<file path="config.mk">
export PLATFORM = sky130hd
export DESIGN_NAME = timer8_ctrl_compare_flags
export DESIGN_NICKNAME = d
export VERILOG_FILES = /design/src/core/pin_sync_edge.v /design/src/core/tick_select.v /design/src/core/timer8_ctrl_compare_flags.v
export VERILOG_INCLUDE_DIRS = /design/src /design/src/core
export SDC_FILE = /design/constraint.sdc
export NUM_CORES = 1
export LEC_CHECK = 0
export ABC_AREA = 1
export BUFFER_PORTS_ARGS = -buffer_cell sky130_fd_sc_hd__buf_2
export CAP_MARGIN = 20
export CORE_UTILIZATION = 57
export CTS_BUF_LIST = sky130_fd_sc_hd__clkbuf_8
export DETAILED_ROUTE_END_ITERATION = 8
export GPL_TIMING_DRIVEN = 0
export PLACE_DENSITY_LB_ADDON = 0.3
export SLEW_MARGIN = 20
export SYNTH_ARGS = -nofsm -noshare
export SYNTH_HDL_FRONTEND = slang
export SYNTH_SLANG_ARGS = --single-unit
</file>
<file path="constraint.sdc">
create_clock -name clk_i -period 2.4 [get_ports clk_i]
set_input_delay 0.48 -clock clk_i [delete_from_list [all_inputs] [get_ports clk_i]]
set_output_delay 0.48 -clock clk_i [all_outputs]
set_load 0.01 [all_outputs]
</file>
<file path="src/core/timer8_defs.vh">
// Register map, field positions, reset values and clock select codes of the 8-bit timer.
`ifndef TIMER8_DEFS_VH
`define TIMER8_DEFS_VH

// Word addresses (byte address = 4 * index).
`define ADDR_CTRL_A 3'h0
`define ADDR_CTRL_B 3'h1
`define ADDR_COUNTER 3'h2
`define ADDR_CMP_A 3'h3
`define ADDR_CMP_B 3'h4
`define ADDR_IRQ_MASK 3'h5
`define ADDR_IRQ_FLAGS 3'h6
`define ADDR_GLOBAL 3'h7

// Control B field positions.
`define BIT_FORCE_A 7
`define BIT_FORCE_B 6
`define BIT_WAVE_HI 3

// Control A field positions.
`define POS_ACT_A 6
`define POS_ACT_B 4

// Flag and mask positions.
`define BIT_CMP_B 2
`define BIT_CMP_A 1
`define BIT_OVF 0

// Reset value and counter limits.
`define RST_BYTE 8'h00
`define MAX_VALUE 8'hff
`define BOTTOM_VALUE 8'h00

// Clock select codes.
`define CS_STOP 3'h0
`define CS_DIV1 3'h1
`define CS_DIV8 3'h2
`define CS_DIV64 3'h3
`define CS_DIV256 3'h4
`define CS_DIV1024 3'h5
`define CS_EXT_FALL 3'h6
`define CS_EXT_RISE 3'h7

// Prescaler width covers a divide by 1024.
`define PRESCALE_W 10

`endif

</file>
<file path="src/core/pin_sync_edge.v">
// Two-stage synchroniser of the count pin with edge detection.
module pin_sync_edge (
	input wire clk_i,
	input wire rst_b_i,
	input wire pin_i,
	output reg rise_o,
	output reg fall_o
);
	// First stage, read only by the second stage.
	reg meta_q;
	// Second stage, safe to use.
	reg sync_q;
	// Previous synchronised level for edge detection.
	reg prev_q;

	// Synchronise the pin and mark each edge for one cycle.
	always @(posedge clk_i) begin
		if (!rst_b_i) begin
			meta_q <= 1'b0;
			sync_q <= 1'b0;
			prev_q <= 1'b0;
			rise_o <= 1'b0;
			fall_o <= 1'b0;
		end else begin
			meta_q <= pin_i;
			sync_q <= meta_q;
			prev_q <= sync_q;
			rise_o <= sync_q & ~prev_q;
			fall_o <= ~sync_q & prev_q;
		end
	end
endmodule

</file>
<file path="src/core/tick_select.v">
// Prescaler and clock source selection producing the timer tick.
`include "timer8_defs.vh"
module tick_select (
	input wire clk_i,
	input wire rst_b_i,
	input wire [2:0] clock_source_sel_i,
	input wire ext_rise_i,
	input wire ext_fall_i,
	output reg tick_o
);
	// Free running prescaler count.
	reg [`PRESCALE_W-1:0] pre_q;
	// Next prescaler count, combinational.
	wire [`PRESCALE_W-1:0] pre_nxt = pre_q + {{(`PRESCALE_W-1){1'b0}}, 1'b1};
	// Tick chosen this cycle.
	reg tick_d;

	// Choose the tick source from the select field.
	always @* begin
		case (clock_source_sel_i)
			`CS_STOP: tick_d = 1'b0;
			`CS_DIV1: tick_d = 1'b1;
			`CS_DIV8: tick_d = (pre_q[2:0] == 3'h7);
			`CS_DIV64: tick_d = (pre_q[5:0] == 6'h3f);
			`CS_DIV256: tick_d = (pre_q[7:0] == 8'hff);
			`CS_DIV1024: tick_d = (pre_q == 10'h3ff);
			`CS_EXT_FALL: tick_d = ext_fall_i;
			`CS_EXT_RISE: tick_d = ext_rise_i;
			default: tick_d = 1'b0;
		endcase
	end

	// Prescaler and registered tick.
	always @(posedge clk_i) begin
		if (!rst_b_i) begin
			pre_q <= {`PRESCALE_W{1'b0}};
			tick_o <= 1'b0;
		end else begin
			pre_q <= pre_nxt;
			tick_o <= tick_d;
		end
	end
endmodule

</file>
<file path="src/core/timer8_ctrl_compare_flags.v">
// Top of the 8-bit timer: Avalon-MM registers, counter, compares, flags and wave outputs.
`include "timer8_defs.vh"
module timer8_ctrl_compare_flags (
	input wire clk_i,
	input wire rst_b_i,
	input wire [2:0] avs_address_i,
	input wire avs_read_i,
	input wire avs_write_i,
	input wire [31:0] avs_writedata_i,
	input wire [3:0] avs_byteenable_i,
	output reg [31:0] avs_readdata_o,
	output reg avs_waitrequest_o,
	input wire ext_count_pin_i,
	input wire [2:0] vector_ack_i,
	output reg wave_out_a_o,
	output reg wave_out_b_o,
	output reg [2:0] irq_req_o
);
	// Control A: output actions and lower wave mode bits.
	reg [1:0] out_action_a_q;
	reg [1:0] out_action_b_q;
	reg [1:0] wave_mode_lo_q;
	// Control B stored fields.
	reg wave_mode_hi_q;
	reg [2:0] clock_source_sel_q;
	// Counter and compare registers.
	reg [7:0] counter_value_q;
	reg [7:0] compare_a_value_q;
	reg [7:0] compare_b_value_q;
	// Interrupt enables and flags.
	reg [2:0] irq_en_q;
	reg [2:0] flags_q;
	// Global interrupt enable, status bit I.
	reg global_en_q;
	// Counting direction for phase correct modes, 1 while counting down.
	reg down_q;
	// Set by a counter write; blocks match on the next tick.
	reg block_q;
	// Answer phase flag: waitrequest drops one cycle after the request.
	reg ack_q;

	// Synchronised pin edges and the selected tick.
	wire ext_rise;
	wire ext_fall;
	wire tick;

	pin_sync_edge u_sync (
		.clk_i(clk_i),
		.rst_b_i(rst_b_i),
		.pin_i(ext_count_pin_i),
		.rise_o(ext_rise),
		.fall_o(ext_fall)
	);

	tick_select u_tick (
		.clk_i(clk_i),
		.rst_b_i(rst_b_i),
		.clock_source_sel_i(clock_source_sel_q),
		.ext_rise_i(ext_rise),
		.ext_fall_i(ext_fall),
		.tick_o(tick)
	);

	// Full three-bit wave mode.
	wire [2:0] wave_mode = {wave_mode_hi_q, wave_mode_lo_q};
	// Mode classes.
	wire mode_pc = (wave_mode_lo_q == 2'h1);
	wire mode_fast = (wave_mode_lo_q == 2'h3);
	wire mode_ctc = (wave_mode == 3'h2);
	wire non_pwm = (wave_mode_lo_q == 2'h0) || (wave_mode_lo_q == 2'h2);
	// TOP value of the count sequence.
	wire [7:0] top_val = wave_mode_hi_q ? compare_a_value_q : `MAX_VALUE;

	// Writes take effect on the answer cycle, when waitrequest is low.
	wire wr_en = avs_write_i & ack_q & avs_byteenable_i[0];
	// Read data is loaded on the first request cycle, so it stands at the answer edge.
	wire rd_en = avs_read_i & ~ack_q;
	wire [7:0] wdata = avs_writedata_i[7:0];
	wire wr_ctrl_b = wr_en && (avs_address_i == `ADDR_CTRL_B);
	wire wr_cnt = wr_en && (avs_address_i == `ADDR_COUNTER);

	// Compare matches are valid only on a tick not blocked by a counter write.
	wire match_ok = tick & ~block_q;
	wire match_a = match_ok && (counter_value_q == compare_a_value_q);
	wire match_b = match_ok && (counter_value_q == compare_b_value_q);

	// Force strobes, honoured only in non-PWM modes.
	wire force_a = wr_ctrl_b & wdata[`BIT_FORCE_A] & non_pwm;
	wire force_b = wr_ctrl_b & wdata[`BIT_FORCE_B] & non_pwm;

	// Overflow event depending on wave mode.
	reg ovf_evt;
	always @* begin
		if (mode_pc) begin
			ovf_evt = tick && (counter_value_q == `BOTTOM_VALUE) && down_q;
		end else if (mode_fast) begin
			ovf_evt = tick && (counter_value_q == top_val);
		end else begin
			ovf_evt = tick && (counter_value_q == `MAX_VALUE) && !mode_ctc;
		end
		if (mode_ctc) begin
			ovf_evt = tick && (counter_value_q == `MAX_VALUE);
		end
	end

	// Next counter value per tick.
	reg [7:0] cnt_d;
	reg down_d;
	always @* begin
		cnt_d = counter_value_q;
		down_d = down_q;
		if (tick) begin
			if (mode_pc) begin
				// Phase correct: up to TOP, then down to BOTTOM.
				if (!down_q && counter_value_q == top_val) begin
					down_d = 1'b1;
					cnt_d = counter_value_q - 8'h01;
				end else if (down_q && counter_value_q == `BOTTOM_VALUE) begin
					down_d = 1'b0;
					cnt_d = counter_value_q + 8'h01;
				end else if (down_q) begin
					cnt_d = counter_value_q - 8'h01;
				end else begin
					cnt_d = counter_value_q + 8'h01;
				end
			end else if ((mode_fast && counter_value_q == top_val) || match_a & mode_ctc) begin
				// Real match (not a forced one) clears the counter in CTC.
				cnt_d = `BOTTOM_VALUE;
			end else begin
				cnt_d = counter_value_q + 8'h01;
			end
		end
	end

	// Output action for a channel given current action bits and event.
	function wave_next;
		input cur;
		input [1:0] act;
		input is_match;
		input at_bottom;
		input pc_mode;
		input fast_mode;
		input dir_down;
		begin
			wave_next = cur;
			if (is_match) begin
				case (act)
					2'h1: wave_next = (pc_mode | fast_mode) ? cur : ~cur;
					2'h2: wave_next = pc_mode ? dir_down : 1'b0;
					2'h3: wave_next = pc_mode ? ~dir_down : 1'b1;
					default: wave_next = cur;
				endcase
			end
			if (fast_mode && at_bottom && act[1]) begin
				wave_next = ~act[0];
			end
		end
	endfunction

	wire at_bottom = tick && (cnt_d == `BOTTOM_VALUE) && mode_fast;

	// Register file, counter, flags and outputs.
	always @(posedge clk_i) begin
		if (!rst_b_i) begin
			out_action_a_q <= 2'h0;
			out_action_b_q <= 2'h0;
			wave_mode_lo_q <= 2'h0;
			wave_mode_hi_q <= 1'b0;
			clock_source_sel_q <= `CS_STOP;
			counter_value_q <= `RST_BYTE;
			compare_a_value_q <= `RST_BYTE;
			compare_b_value_q <= `RST_BYTE;
			irq_en_q <= 3'h0;
			flags_q <= 3'h0;
			global_en_q <= 1'b0;
			down_q <= 1'b0;
			block_q <= 1'b0;
			ack_q <= 1'b0;
			avs_readdata_o <= 32'h0000_0000;
			avs_waitrequest_o <= 1'b1;
			wave_out_a_o <= 1'b0;
			wave_out_b_o <= 1'b0;
			irq_req_o <= 3'h0;
		end else begin
			// One wait cycle per access, then answer.
			ack_q <= (avs_read_i | avs_write_i) & ~ack_q;
			avs_waitrequest_o <= ~((avs_read_i | avs_write_i) & ~ack_q);
			// Counter: a software write wins over a tick.
			down_q <= down_d;
			if (wr_cnt) begin
				counter_value_q <= wdata;
				block_q <= 1'b1;
			end else begin
				counter_value_q <= cnt_d;
				if (tick) begin
					block_q <= 1'b0;
				end
			end
			// Plain register writes.
			if (wr_en) begin
				case (avs_address_i)
					`ADDR_CTRL_A: begin
						out_action_a_q <= wdata[`POS_ACT_A+1:`POS_ACT_A];
						out_action_b_q <= wdata[`POS_ACT_B+1:`POS_ACT_B];
						wave_mode_lo_q <= wdata[1:0];
					end
					`ADDR_CTRL_B: begin
						wave_mode_hi_q <= wdata[`BIT_WAVE_HI];
						clock_source_sel_q <= wdata[2:0];
					end
					`ADDR_CMP_A: compare_a_value_q <= wdata;
					`ADDR_CMP_B: compare_b_value_q <= wdata;
					`ADDR_IRQ_MASK: irq_en_q <= wdata[2:0];
					`ADDR_GLOBAL: global_en_q <= wdata[0];
					default: global_en_q <= global_en_q;
				endcase
			end
			// Flags: set wins over write-one and vector clears; force sets none.
			flags_q[`BIT_CMP_B] <= match_b | (flags_q[`BIT_CMP_B] & ~vector_ack_i[`BIT_CMP_B]
				& ~(wr_en && avs_address_i == `ADDR_IRQ_FLAGS && wdata[`BIT_CMP_B]));
			flags_q[`BIT_CMP_A] <= match_a | (flags_q[`BIT_CMP_A] & ~vector_ack_i[`BIT_CMP_A]
				& ~(wr_en && avs_address_i == `ADDR_IRQ_FLAGS && wdata[`BIT_CMP_A]));
			flags_q[`BIT_OVF] <= ovf_evt | (flags_q[`BIT_OVF] & ~vector_ack_i[`BIT_OVF]
				& ~(wr_en && avs_address_i == `ADDR_IRQ_FLAGS && wdata[`BIT_OVF]));
			// Interrupt request needs enable, flag and global enable.
			irq_req_o <= irq_en_q & flags_q & {3{global_en_q}};
			// Wave outputs: forced compare uses current action bits.
			if (force_a) begin
				wave_out_a_o <= wave_next(wave_out_a_o, out_action_a_q, 1'b1, 1'b0, 1'b0, 1'b0,
					1'b0);
			end else begin
				wave_out_a_o <= wave_next(wave_out_a_o, out_action_a_q, match_a, at_bottom,
					mode_pc, mode_fast, down_q);
			end
			if (force_b) begin
				wave_out_b_o <= wave_next(wave_out_b_o, out_action_b_q, 1'b1, 1'b0, 1'b0, 1'b0,
					1'b0);
			end else begin
				wave_out_b_o <= wave_next(wave_out_b_o, out_action_b_q, match_b, at_bottom,
					mode_pc, mode_fast, down_q);
			end
			// Read data, reserved bits zero.
			if (rd_en) begin
				case (avs_address_i)
					`ADDR_CTRL_A: avs_readdata_o <= {24'h0, out_action_a_q, out_action_b_q, 2'h0,
						wave_mode_lo_q};
					`ADDR_CTRL_B: avs_readdata_o <= {24'h0, 2'h0, 2'h0, wave_mode_hi_q,
						clock_source_sel_q};
					`ADDR_COUNTER: avs_readdata_o <= {24'h0, counter_value_q};
					`ADDR_CMP_A: avs_readdata_o <= {24'h0, compare_a_value_q};
					`ADDR_CMP_B: avs_readdata_o <= {24'h0, compare_b_value_q};
					`ADDR_IRQ_MASK: avs_readdata_o <= {29'h0, irq_en_q};
					`ADDR_IRQ_FLAGS: avs_readdata_o <= {29'h0, flags_q};
					`ADDR_GLOBAL: avs_readdata_o <= {31'h0, global_en_q};
					default: avs_readdata_o <= 32'h0000_0000;
				endcase
			end
		end
	end
endmodule

</file>
# == Word-level counts from Yosys, hierarchy flattened ==
# Cells that the tools add are included.
# totals
inputBits,47
out_inout_bits,38
regBits,98
# classes
muxes,31
n_eq_ne,36
n_bitwise,41
add_sub_neg,3
reduce_logical,45
# ops
op,count
32-bit one-hot mux with 8 select lines,1
8-bit two-way mux,8
3-bit equality test (second input constant),9
8-bit equality test,3
1-bit logical AND,21
1-bit bitwise AND,18
1-bit two-way mux,17
8-bit equality test (second input constant),2
8-bit zero test,2
1-bit inverter,16
3-bit by 2-bit equality test with 1-bit output (second input constant),5
2-bit equality test (second input constant),6
1-bit one-hot mux with 3 select lines,4
2-bit AND reduction,6
10-bit by 1-bit adder with 10-bit output (second input constant),1
10-bit equality test (second input constant),1
8-bit by 1-bit adder with 8-bit output (second input constant),1
4-bit by 1-bit != test with 1-bit output (second input constant),2
4-bit != test (second input constant),2
1-bit one-hot mux with 8 select lines,1
4-bit AND reduction,2
4-bit nonzero test,2
8-bit by 1-bit subtractor with 8-bit output (second input constant),1
3-bit bitwise AND,2
11 further kinds,23

# == Longest topological paths before layout ==
# Gate-level depths: netlist of run 1.
# depth
depth_word,15
depth_mapped,24

# == By module ==
# A second synthesis of run 1 with hierarchy kept.
# unflattened
cells_unflattened,678
hier_area_um2,4488.1
# modules_own_cells
mod,cells_each,area_each_um2,seq_area_each_um2,n_inst
timer8_ctrl_compare_flags,588,3793.6,1161.1,1
tick_select,76,558.0,220.2,1
pin_sync_edge,14,136.4,100.1,1

# == Worst setup path after synthesis of run 1 ==
# OpenSTA, ideal clock, no wires.
# synth_timing
path_kind,register -> register
from,register counter_value_q[0]
to,register wave_out_a_o
stages_incl_launch_ff,22
setup_slack_ns,0.280
synth_period_minus_slack_ns,2.120
setup_time_ns,0.117
required_ns,2.283
t_arrival_ns,2.003
path_cell_list,dfxtp_1 > inv_2 > ha_1 > xor2_1 > nand2_1 > o21ai_0 > nand2_1 > nand2_1 > nand2_1 > nand2_1 > nand2_1 > nand2_1 > nand2_1 > nand2_1 > nor2_1 > nand2_1 > nor2_2 > nand2_1 > nand2_1 > nand2_1 > nor3_1 > nor2_1
# synth_between
elab_chain_len,14
word_cells_on_any_way,28
cone_classes,add/sub: 2; eq/ne: 3; mux: 8; bitwise: 1; reduce/logical: 14
# synth_lines
item,line,source
"start, declared",timer8_ctrl_compare_flags.v:27,reg [7:0] counter_value_q;
"start signal, assigned",timer8_ctrl_compare_flags.v:170,counter_value_q <= `RST_BYTE;
"start signal, assigned",timer8_ctrl_compare_flags.v:191,counter_value_q <= wdata;
"start signal, assigned",timer8_ctrl_compare_flags.v:194,counter_value_q <= cnt_d;
"parallel branches: the longest is 14 deep, another holds 8-bit by 1-bit adder with 8-bit output",n/a,
"end signal, assigned",timer8_ctrl_compare_flags.v:229,"wave_out_a_o <= wave_next(wave_out_a_o, out_action_a_q, 1'b1, 1'b0, 1'b0, 1'b0,"
"end signal, assigned",timer8_ctrl_compare_flags.v:232,"wave_out_a_o <= wave_next(wave_out_a_o, out_action_a_q, match_a, at_bottom,"
"end, declared",timer8_ctrl_compare_flags.v:15,"output reg wave_out_a_o,"
# Several ways; the timed one is not identified.
# A chain may end at the register's enable or synchronous reset.

# == Worst setup path after layout of run 1 ==
# layout_timing
from,register counter_value_q[7]
to,register wave_out_a_o
# The elaborated chain is that of the path after synthesis.

==> results of run 1 <==
worst min-delay path, stage by stage:
cell and delay (ps):
buf_2 80, nand2_1 50, inv_1 40
area by class of cell:
cell class / count / area (um^2)
clock buffer: 9 / 124
clock inverter: 6 / 82.6
inverter: 93 / 379
tap: 99 / 124
sequential: 74 / 1500
buffer: 43 / 309
fill: 655 / 1980
multi-input combinational: 463 / 2470
timing repair buffer: 53 / 319
final timing paths:
check	cells past startpoint	to	slack (ps)	start
max	20	wave_out_a_o$_SDFFE_PN0P_	60	counter_value_q[7]$_SDFF_PN0_
min	3	u_sync.meta_q$_SDFF_PN0_	340	ext_count_pin_i
max reg2reg	20	wave_out_a_o$_SDFFE_PN0P_	60	counter_value_q[7]$_SDFF_PN0_
min reg2reg	1	u_sync.fall_o$_SDFF_PN0_	420	u_sync.sync_q$_SDFF_PN0_
where the power goes:
group          switching [mW]  total (mW)  internal (mW)
Clock                   0.474        1.05          0.576
Combinational           0.172       0.270         0.0982
Sequential             0.0162        1.26           1.25
cell usage after synthesis (3+ instances only):
library cell  count  area [um^2]
nand2_1         134          503
inv_1            86          323
dfxtp_1          74         1480
o21ai_0          60          300
a21oi_1          59          295
nor2_1           54          203
nand3_1          32          160
buf_4            28          210
nor3_1           13         65.1
o22ai_1          11         68.8
nand4_1          10         62.6
clkbuf_1          9         33.8
xor2_1            9         78.8
a31oi_1           8         50.1
nand2_2           6         37.5
nor2_2            6         37.5
ha_1              5         62.6
inv_2             5         18.8
o211ai_1          5         37.5
buf_6             4         45.0
nand3_2           3         30.0
metal layers:
layer	track usage, %	up-vias	routed length, um
met5	0	-	0
met4	20.1	0	608
met3	5.63	51	1040
met2	56.4	234	6450
met1	44.2	2159	5510
li1	-	2274	-
what timing repair did:
item / 4_1_cts / 5_1_grt
setup endpoints to repair: 2 / 2
gates resized for setup: 5 / 72
buffers inserted: 5 / 15
endpoints found under the hold margin: 0 / 0
pin swaps: 2 / 20
logic make-up after synthesis:
family / after synthesis
AO/OA/AOI/OAI: 154
flip-flops: 74
adder cells (fa/ha/maj): 5
XOR/XNOR: 10
AND/OR/NAND/NOR: 270
other: 1
buffers and inverters: 136
state kept, by name, summed over array words and instances, names as in the netlist, 8 cells and up:
register and cells:
avs_readdata_o 8, counter_value_q 8, compare_b_value_q 8, u_tick.pre_q 10, compare_a_value_q 8
metrics by stage:
step | hold WS (ps) | total power, mW | utilization [%] | setup TNS, ps
floorplan | 389 | 1.45 | - | 0
global placement | 393 | 1.53 | 64.7 | -367
detailed placement | 407 | 1.54 | 64.7 | -398
CTS | 335 | 2.56 | 68.2 | 0
global route | 358 | 2.66 | 72.8 | -181
finish | 336 | 2.58 | 72.8 | 0
==> qor.csv, run 1 <==
metric,value,unit
outcome,finished clean,
most frequent CP cell,nand2_2,
CP Capture Type,flip-flop,
ys async rst share,0,%
"leading cell type in the layout, fill and taps excluded",nand2_1,
Worst Path Required,2650,ps
CTS tree,built,
"EDFF count, synth",0,
area share of and/or/nand/nor cells after synthesis,27.9,%
number of setup violations in the final report,0,
FMAX,427,MHz
CP max FO,6,
combinational family with the most area after synthesis,simple AND/OR/NAND/NOR gates,
WP data arrival,2600,ps
num ports,85,
Final nets,789,
DRC,0,
row cnt,31,
largest net degree at the start of global routing,13,
Final Hold Fails,0,
Root Buffer Master,clkbuf_8,
DR WL/cell,16.2,um
Startpoint Class,flip-flop,
sequential element share of the synthesized area,34.1,%
Ys Warns,0,
Post-Synth XOR/XNOR Area,2.02,%
antenna violations before repair,0,
P per Cell Area,487,nW/um^2
share of cells above drive strength 1,24.0,%
DR iter-0 viols,357,
Setup Crit Path Kind,reg -> reg,
Total GRT Usage,34.9,%
adder-cell share of the synthesized area,1.44,%
DP HPWL,9.77,mm
slew margin rel.,53.6,%
post-synthesis cell area,4340,um^2
first-pass GRT wire length,20.3,mm
P&R area growth vs syn,22.3,%
via count,4718,
core box area,7290,um^2
most frequent cells in the layout,"nand2_1, inv_1, dfxtp_1, o21ai_0, a21oi_1",
vias in the first global route,4121,
Port Buffer Count,33,
post-synthesis area per instance,6.68,um^2
"slowest stage cell, crit path",dfxtp_2,
gp weighted congestion,0.947,
final worst-path cycle share,97.7,%
VDD IR max,376,uV
Die Area,7970,um^2
GRT overflow,0,
"Cell Area, Placed",4720,um^2
max-cap viol count,0,
multiplexer share of the synthesized area,0,%
Synth Register Bits,74,
Die Wd,89.3,um
Slowest Stage Delay on Critical Path,330,ps
total CTS buffers,9,
Starting Density,59.5,%
clk slew on worst S/H paths,80,ps
CP Cell Sequence,buf_6 -> inv_8 -> nand2_4 -> nand2_2 -> nor2_4 -> nand2_4 -> nor2_8 -> nand3_4 -> nand2_2 -> nand2_2 -> nand2_2 -> nand3_2 -> a21oi_2 -> nand2_2 -> nor2_4 -> nand2_2 -> nand2_2 -> nand2_2 -> nor3_2 -> nor2_1,
Netlist cell types,44,
Worst Hold Class,in -> reg,
Diodes inserted,0,
clk_skew,13.8,ps
die height,89.3,um
Lkg Pwr,2.46,nW
final WL,13.6,mm
Final min period,2340,ps
worst-margin pin slew,691,ps
"Hold-fix buffers, CTS",0,
final setup margin,55.5,ps
clock sink count,74,
placed cell count,805,
worst skew pair latency,350,ps
H-tree Lvls,3,
top_reg_cell synth,dfxtp_1,
design area,5310,um^2
max-slew violations,0,
unrepaired setup endpoints after global routing,yes,
worst-case clock buffer depth,2,
pre-CTS setup slack,-229,ps
TritonRoute pass-1 iters,9,
Final ANT Viol Nets,0,
fin cells,840,
critical path buffer and inverter count,2,
largest delay contributor family on the critical path,simple AND/OR/NAND/NOR gates,
cells after synthesis,650,
post-synthesis compound-gate area fraction,19.4,%
vias per cell,5.62,
Note: power is estimated with default switching activity, not from simulation.
==> run 2, diff against run 1 <==
- ABC_AREA: 1 -> unset
- CORE_UTILIZATION: 57 -> 52
- clock period: 2.4 -> 2.1 ns (I/O delays scaled with it)
==> run 2 against run 1 <==
  * First-iteration DRC count shrank 5.0%
  * The run now ends with setup timing left
  * Core utilization shrank 3.8 points
  * Non-clock buffer count grew 12
  * Critical path type unchanged
==> qor.csv, run 2 <==
metric,value,unit
most frequent cells in the layout,"nor2_1, dfxtp_1, mux2i_1, buf_4, buf_2",
clk slew on worst S/H paths,80,ps
Hold Path Depth,2,
post-layout util,69.0,%
"Cell Area, Placed",4770,um^2
"Hold-fix buffers, CTS",0,
fillcell total,636,
r2r startpoint,compare_a_value_q[2]$_SDFFE_PN0P_,
R2R setup slack,-920,ps
via count,4220,
design area,5410,um^2
post-synthesis area per instance,8.31,um^2
Commonest cells post-synth,"nor2_1, dfxtp_1, mux2i_1, buf_4, nand2_1",
reg2reg end,wave_out_b_o$_SDFFE_PN0P_,
vias per cell,5.93,
DR WL/cell,18.5,um
ys async rst share,0,%
number of flip-flops in the largest register,10,
Final ANT Viol Nets,0,
worst hold start,ext_count_pin_i,
post-synthesis cell area,4310,um^2
Lkg Pwr,2.18,nW
most common cell in the netlist,nor2_1,
CTS tree,built,
final worst-path cycle share,144,%
placed cell count,676,
number of setup violations in the final report,10,
unrepaired setup endpoints after global routing,yes,
DR iter-0 viols,339,
core box area,7850,um^2
Starting Density,54.9,%
top_reg_cell synth,dfxtp_1,
synth top area cells,"dfxtp_1, mux2i_1, nor2_1",
Worst Hold Class,in -> reg,
worst r2r path cells,10,
Biggest register,u_tick.pre_q,
Total GRT Usage,31.9,%
TritonRoute pass-1 iters,5,
clock sink count,74,
Setup Crit Path Kind,reg -> reg,
antenna violations before repair,0,
Diodes inserted,0,
failing checks,setup timing,
outcome,finished with violations,
Final Power,2.98,mW
worst-margin pin slew,876,ps
crit path launch,compare_a_value_q[2]$_SDFFE_PN0P_,
final WL,13.1,mm
row cnt,32,
fin cells,712,
share of the synthesized area in the top cell type,34.4,%
WP data arrival,3280,ps
critical path endpoint,wave_out_b_o$_SDFFE_PN0P_,
worst skew pair latency,360,ps
Startpoint Class,flip-flop,
Final Hold Fails,0,
slew margin rel.,41.3,%
VDD IR max,531,uV
P&R area growth vs syn,25.7,%
clk_skew,7.87,ps
CP max FO,5,
share of cells above drive strength 1,27.4,%
final setup margin,-924,ps
Die Wd,93.0,um
total CTS buffers,9,
Root Buffer Master,clkbuf_8,
worst-case clock buffer depth,2,
Synth Register Bits,74,
DRC,0,
pre-CTS setup slack,-1160,ps
FMAX,331,MHz
Final min period,3020,ps
setup_tns,-5630,ps
Netlist cell types,70,
first-pass GRT wire length,20.7,mm
"leading cell type in the layout, fill and taps excluded",nor2_1,
sequential element share of the synthesized area,34.4,%
max-cap viol count,0,
P per Cell Area,551,nW/um^2
max-slew violations,0,
H-tree Lvls,3,
gp weighted congestion,0.913,
cell taking the most area after synthesis,dfxtp_1,
die height,93.0,um
GRT overflow,0,
vias in the first global route,3893,
Final nets,657,
Port Buffer Count,32,
largest net degree at the start of global routing,15,
Hold WS,265,ps
Ys Warns,0,
"EDFF count, synth",0,
DP HPWL,9.49,mm
Die Area,8650,um^2
CP Capture Type,flip-flop,
Worst Path Required,2350,ps
num ports,85,
cells after synthesis,518,
[run 2: cell count changes after synthesis, sizes merged, moves of 16 or more]
| cell | before | now |
|---|---|---|
| nand3 | 36 | 17 |
| inv | 93 | 13 |
| a21oi | 60 | 20 |
| mux2i | 0 | 47 |
| nor2 | 61 | 77 |
| nand2 | 141 | 25 |
| o21ai | 60 | 19 |
[run 2: critical path: stages (launching register included)]
cell and delay (ps):
dfxtp_2 340, nor2b_2 150, a2111o_1 420, or2_1 290, or4_4 500, a32oi_2 220
a21oi_2 110, nor4b_4 350, nand4b_1 240, mux2i_1 210, o21bai_1 70
[run 2: metal layers]
metal / vias up / part of all wire (%) / GRT usage, %
li1: 1978 / - / -
met1: 2006 / 45 / 43.5
met2: 202 / 45 / 48.5
met3: 34 / 8.2 / 7.97
met4: 0 / 2.3 / 11.8
met5: - / 0 / 0
[run 2: repair_timing]
action / in CTS / in global routing
setup buffers: 13 / 9
pin swaps: 15 / 16
gates cloned: 0 / 0
setup endpoints to repair: 12 / 21
gates resized for setup: 34 / 38
[run 2: cells by family (layout without fill, tap and decap cells)]
kind of cell | count (synthesis) | in the layout | share of synthesized area, %
flip-flops | 74 | 74 | 34.4
AO/OA/AOI/OAI | 93 | 93 | 14.9
multiplexers | 49 | 49 | 11.7
buffers and inverters | 68 | 137 | 8.54
AND/OR/NAND/NOR | 208 | 208 | 24.8
XOR/XNOR | 20 | 20 | 4.07
adder cells (fa/ha/maj) | 5 | 5 | 1.45
other | 1 | 24 | 0.0871
[run 2: worst min path at each step]
| stage | to |
|---|---|
| 2_1_floorplan | u_sync.fall_o$_SDFF_PN0_ |
| 3_3_place_gp | u_sync.fall_o$_SDFF_PN0_ |
| 3_5_place_dp | u_sync.fall_o$_SDFF_PN0_ |
| 4_1_cts | u_sync.meta_q$_SDFF_PN0_ |
| 5_1_grt | u_sync.meta_q$_SDFF_PN0_ |
| 6_report | u_sync.meta_q$_SDFF_PN0_ |
[run 2: layout make-up]
cell class	instances	area, um^2	area share [%]
Inverter	13	51.3	0.948
Clock inverter	6	71.3	1.32
Sequential cell	74	1500	27.6
Multi-Input combinational cell	399	2840	52.5
Tap cell	102	128	2.36
Buffer	53	349	6.45
Clock buffer	10	138	2.54
Timing Repair Buffer	55	342	6.31
[run 2: power by group]
| part | switching, mW | leakage, nW | internal [mW] | total [mW] |
|---|---|---|---|---|
| combinational | 0.204 | 1.48 | 0.158 | 0.363 |
| sequential | 0.0192 | 0.605 | 1.43 | 1.45 |
| clock | 0.576 | 0.0999 | 0.593 | 1.17 |
| total | 0.800 | 2.18 | 2.18 | 2.98 |
==> run 3, diff against run 2 <==
- CTS_CLUSTER_SIZE: unset -> 28
- clock period: 2.1 -> 2.5 ns (I/O delays scaled with it)
==> run 3 against run 2 <==
  * The flow still finishes with violations (setup timing)
  * Core utilization fell by 1.3 points
  * Via count barely moved
  * Highest routed layer unchanged
  * Critical endpoint unchanged
  * Setup slack improved by 360 ps
  * Largest power group unchanged
  * Clock power fell by 22%
  * Fmax fell by 1.4%
  * Largest cell class unchanged
==> qor.csv, run 3 (synthesized netlist as in run 2, its figures left out) <==
metric,value,unit
via count,4218,
CTS tree,built,
Biggest register,u_tick.pre_q,
Total GRT Usage,30.2,%
Logic pwr share,12.0,%
Diodes inserted,0,
die height,93.0,um
outcome,finished with violations,
Startpoint Class,flip-flop,
CP max FO,6,
max-slew violations,0,
number of setup violations in the final report,8,
Switching Fraction,26.4,%
Final ANT Viol Nets,0,
most frequent cells in the layout,"nor2_1, dfxtp_1, mux2i_1, buf_4, buf_2",
worst-margin pin slew,978,ps
H-tree Lvls,3,
CP Capture Type,flip-flop,
vias per cell,5.93,
clk_skew,10.1,ps
VDD IR max,402,uV
"leading cell type in the layout, fill and taps excluded",nor2_1,
placed cell count,676,
Worst Hold Class,in -> reg,
TritonRoute pass-1 iters,5,
FMAX,326,MHz
GRT overflow,0,
num ports,85,
final setup margin,-566,ps
internal power,1.79,mW
antenna violations before repair,0,
number of flip-flops in the largest register,10,
slew margin rel.,34.6,%
worst skew pair latency,360,ps
WP data arrival,3320,ps
worst-case clock buffer depth,2,
fin cells,711,
row cnt,32,
clock sink count,74,
Setup Crit Path Kind,reg -> reg,
DR WL/cell,17.9,um
gp weighted congestion,0.946,
Final nets,656,
core box area,7850,um^2
DR iter-0 viols,393,
Final Hold Fails,0,
Final Power,2.43,mW
Die Wd,93.0,um
failing checks,setup timing,
share of cells above drive strength 1,25.1,%
max-cap viol count,0,
Die Area,8650,um^2
P per Cell Area,457,nW/um^2
total CTS buffers,9,
largest net degree at the start of global routing,14,
Lkg Pwr,2.16,nW
"Hold-fix buffers, CTS",0,
Hold WS,346,ps
clk slew on worst S/H paths,80,ps
Worst Path Required,2750,ps
unrepaired setup endpoints after global routing,yes,
vias in the first global route,3852,
first-pass GRT wire length,20.0,mm
Port Buffer Count,32,
Clk network pwr share,37.9,%
Starting Density,54.9,%
DP HPWL,9.16,mm
P&R area growth vs syn,23.3,%
final WL,12.8,mm
Sequential Power Share,50.2,%
Root Buffer Master,clkbuf_8,
final worst-path cycle share,123,%
P_sw,640,uW
Final min period,3070,ps
DRC,0,
==> run 3: layout make-up <==
cell class / instances / area, um^2
Fill cell: 673 / 2540
Clock buffer: 9 / 124
Tap cell: 102 / 128
Clock inverter: 7 / 70.1
Buffer: 53 / 348
Sequential cell: 74 / 1490
Timing Repair Buffer: 54 / 338
Inverter: 13 / 51.3
Multi-Input combinational cell: 399 / 2760
==> run 3: power groups by stage <==
stage | sequential [mW] | clock, mW | combinational, mW
floorplan | 1.25 | 0 | 0.174
global route | 1.22 | 0.990 | 0.316
finish | 1.22 | 0.918 | 0.290
global placement | 1.24 | 0 | 0.252
CTS | 1.22 | 0.924 | 0.275
detailed placement | 1.24 | 0 | 0.254
==> run 3: worst max-delay path: stages, from the launching register on <==
cell      delay, ps
dfxtp_2         340
buf_6           110
nor2b_1          50
a2111o_1        420
or2_1           280
or4_4           480
a32oi_2         260
a21oi_2         110
nor4b_4         370
nand4b_1        260
mux2i_1         220
o21bai_1         70
==> run 3: stage by stage <==
step | utilization (%) | TNS (ps) | worst slack (ps) | area [um^2]
after detailed placement | 60.5 | -2100 | -685 | 4750
after global placement | 60.3 | -5320 | -789 | 4730
after floorplan | - | -380 | -207 | 4440
final | 67.7 | -1290 | -566 | 5310
after global routing | 67.7 | -2180 | -720 | 5310
after CTS | 64.9 | -1250 | -532 | 5090
==> run 3: path summary, 6_finish.rpt <==
check	startpoint	slack, ps	to	depth (start not counted)
max	counter_value_q[0]$_SDFF_PN0_	-570	wave_out_b_o$_SDFFE_PN0P_	11
min	ext_count_pin_i	350	u_sync.meta_q$_SDFF_PN0_	2
min reg2reg	u_sync.sync_q$_SDFF_PN0_	420	u_sync.fall_o$_SDFF_PN0_	1
max reg2reg	counter_value_q[0]$_SDFF_PN0_	-570	wave_out_b_o$_SDFFE_PN0P_	11
==> run 3: repair_timing <==
action,4_1_cts,5_1_grt
setup buffers,10,13
pin swaps,10,19
setup endpoints to repair,10,10
gates resized for setup,23,38
==> run 3: per-layer routing <==
layer,track usage [%],share of wire [%]
met5,0,0
met4,9.87,2.5
met3,8.37,9.4
met2,47.2,45
met1,40.2,43
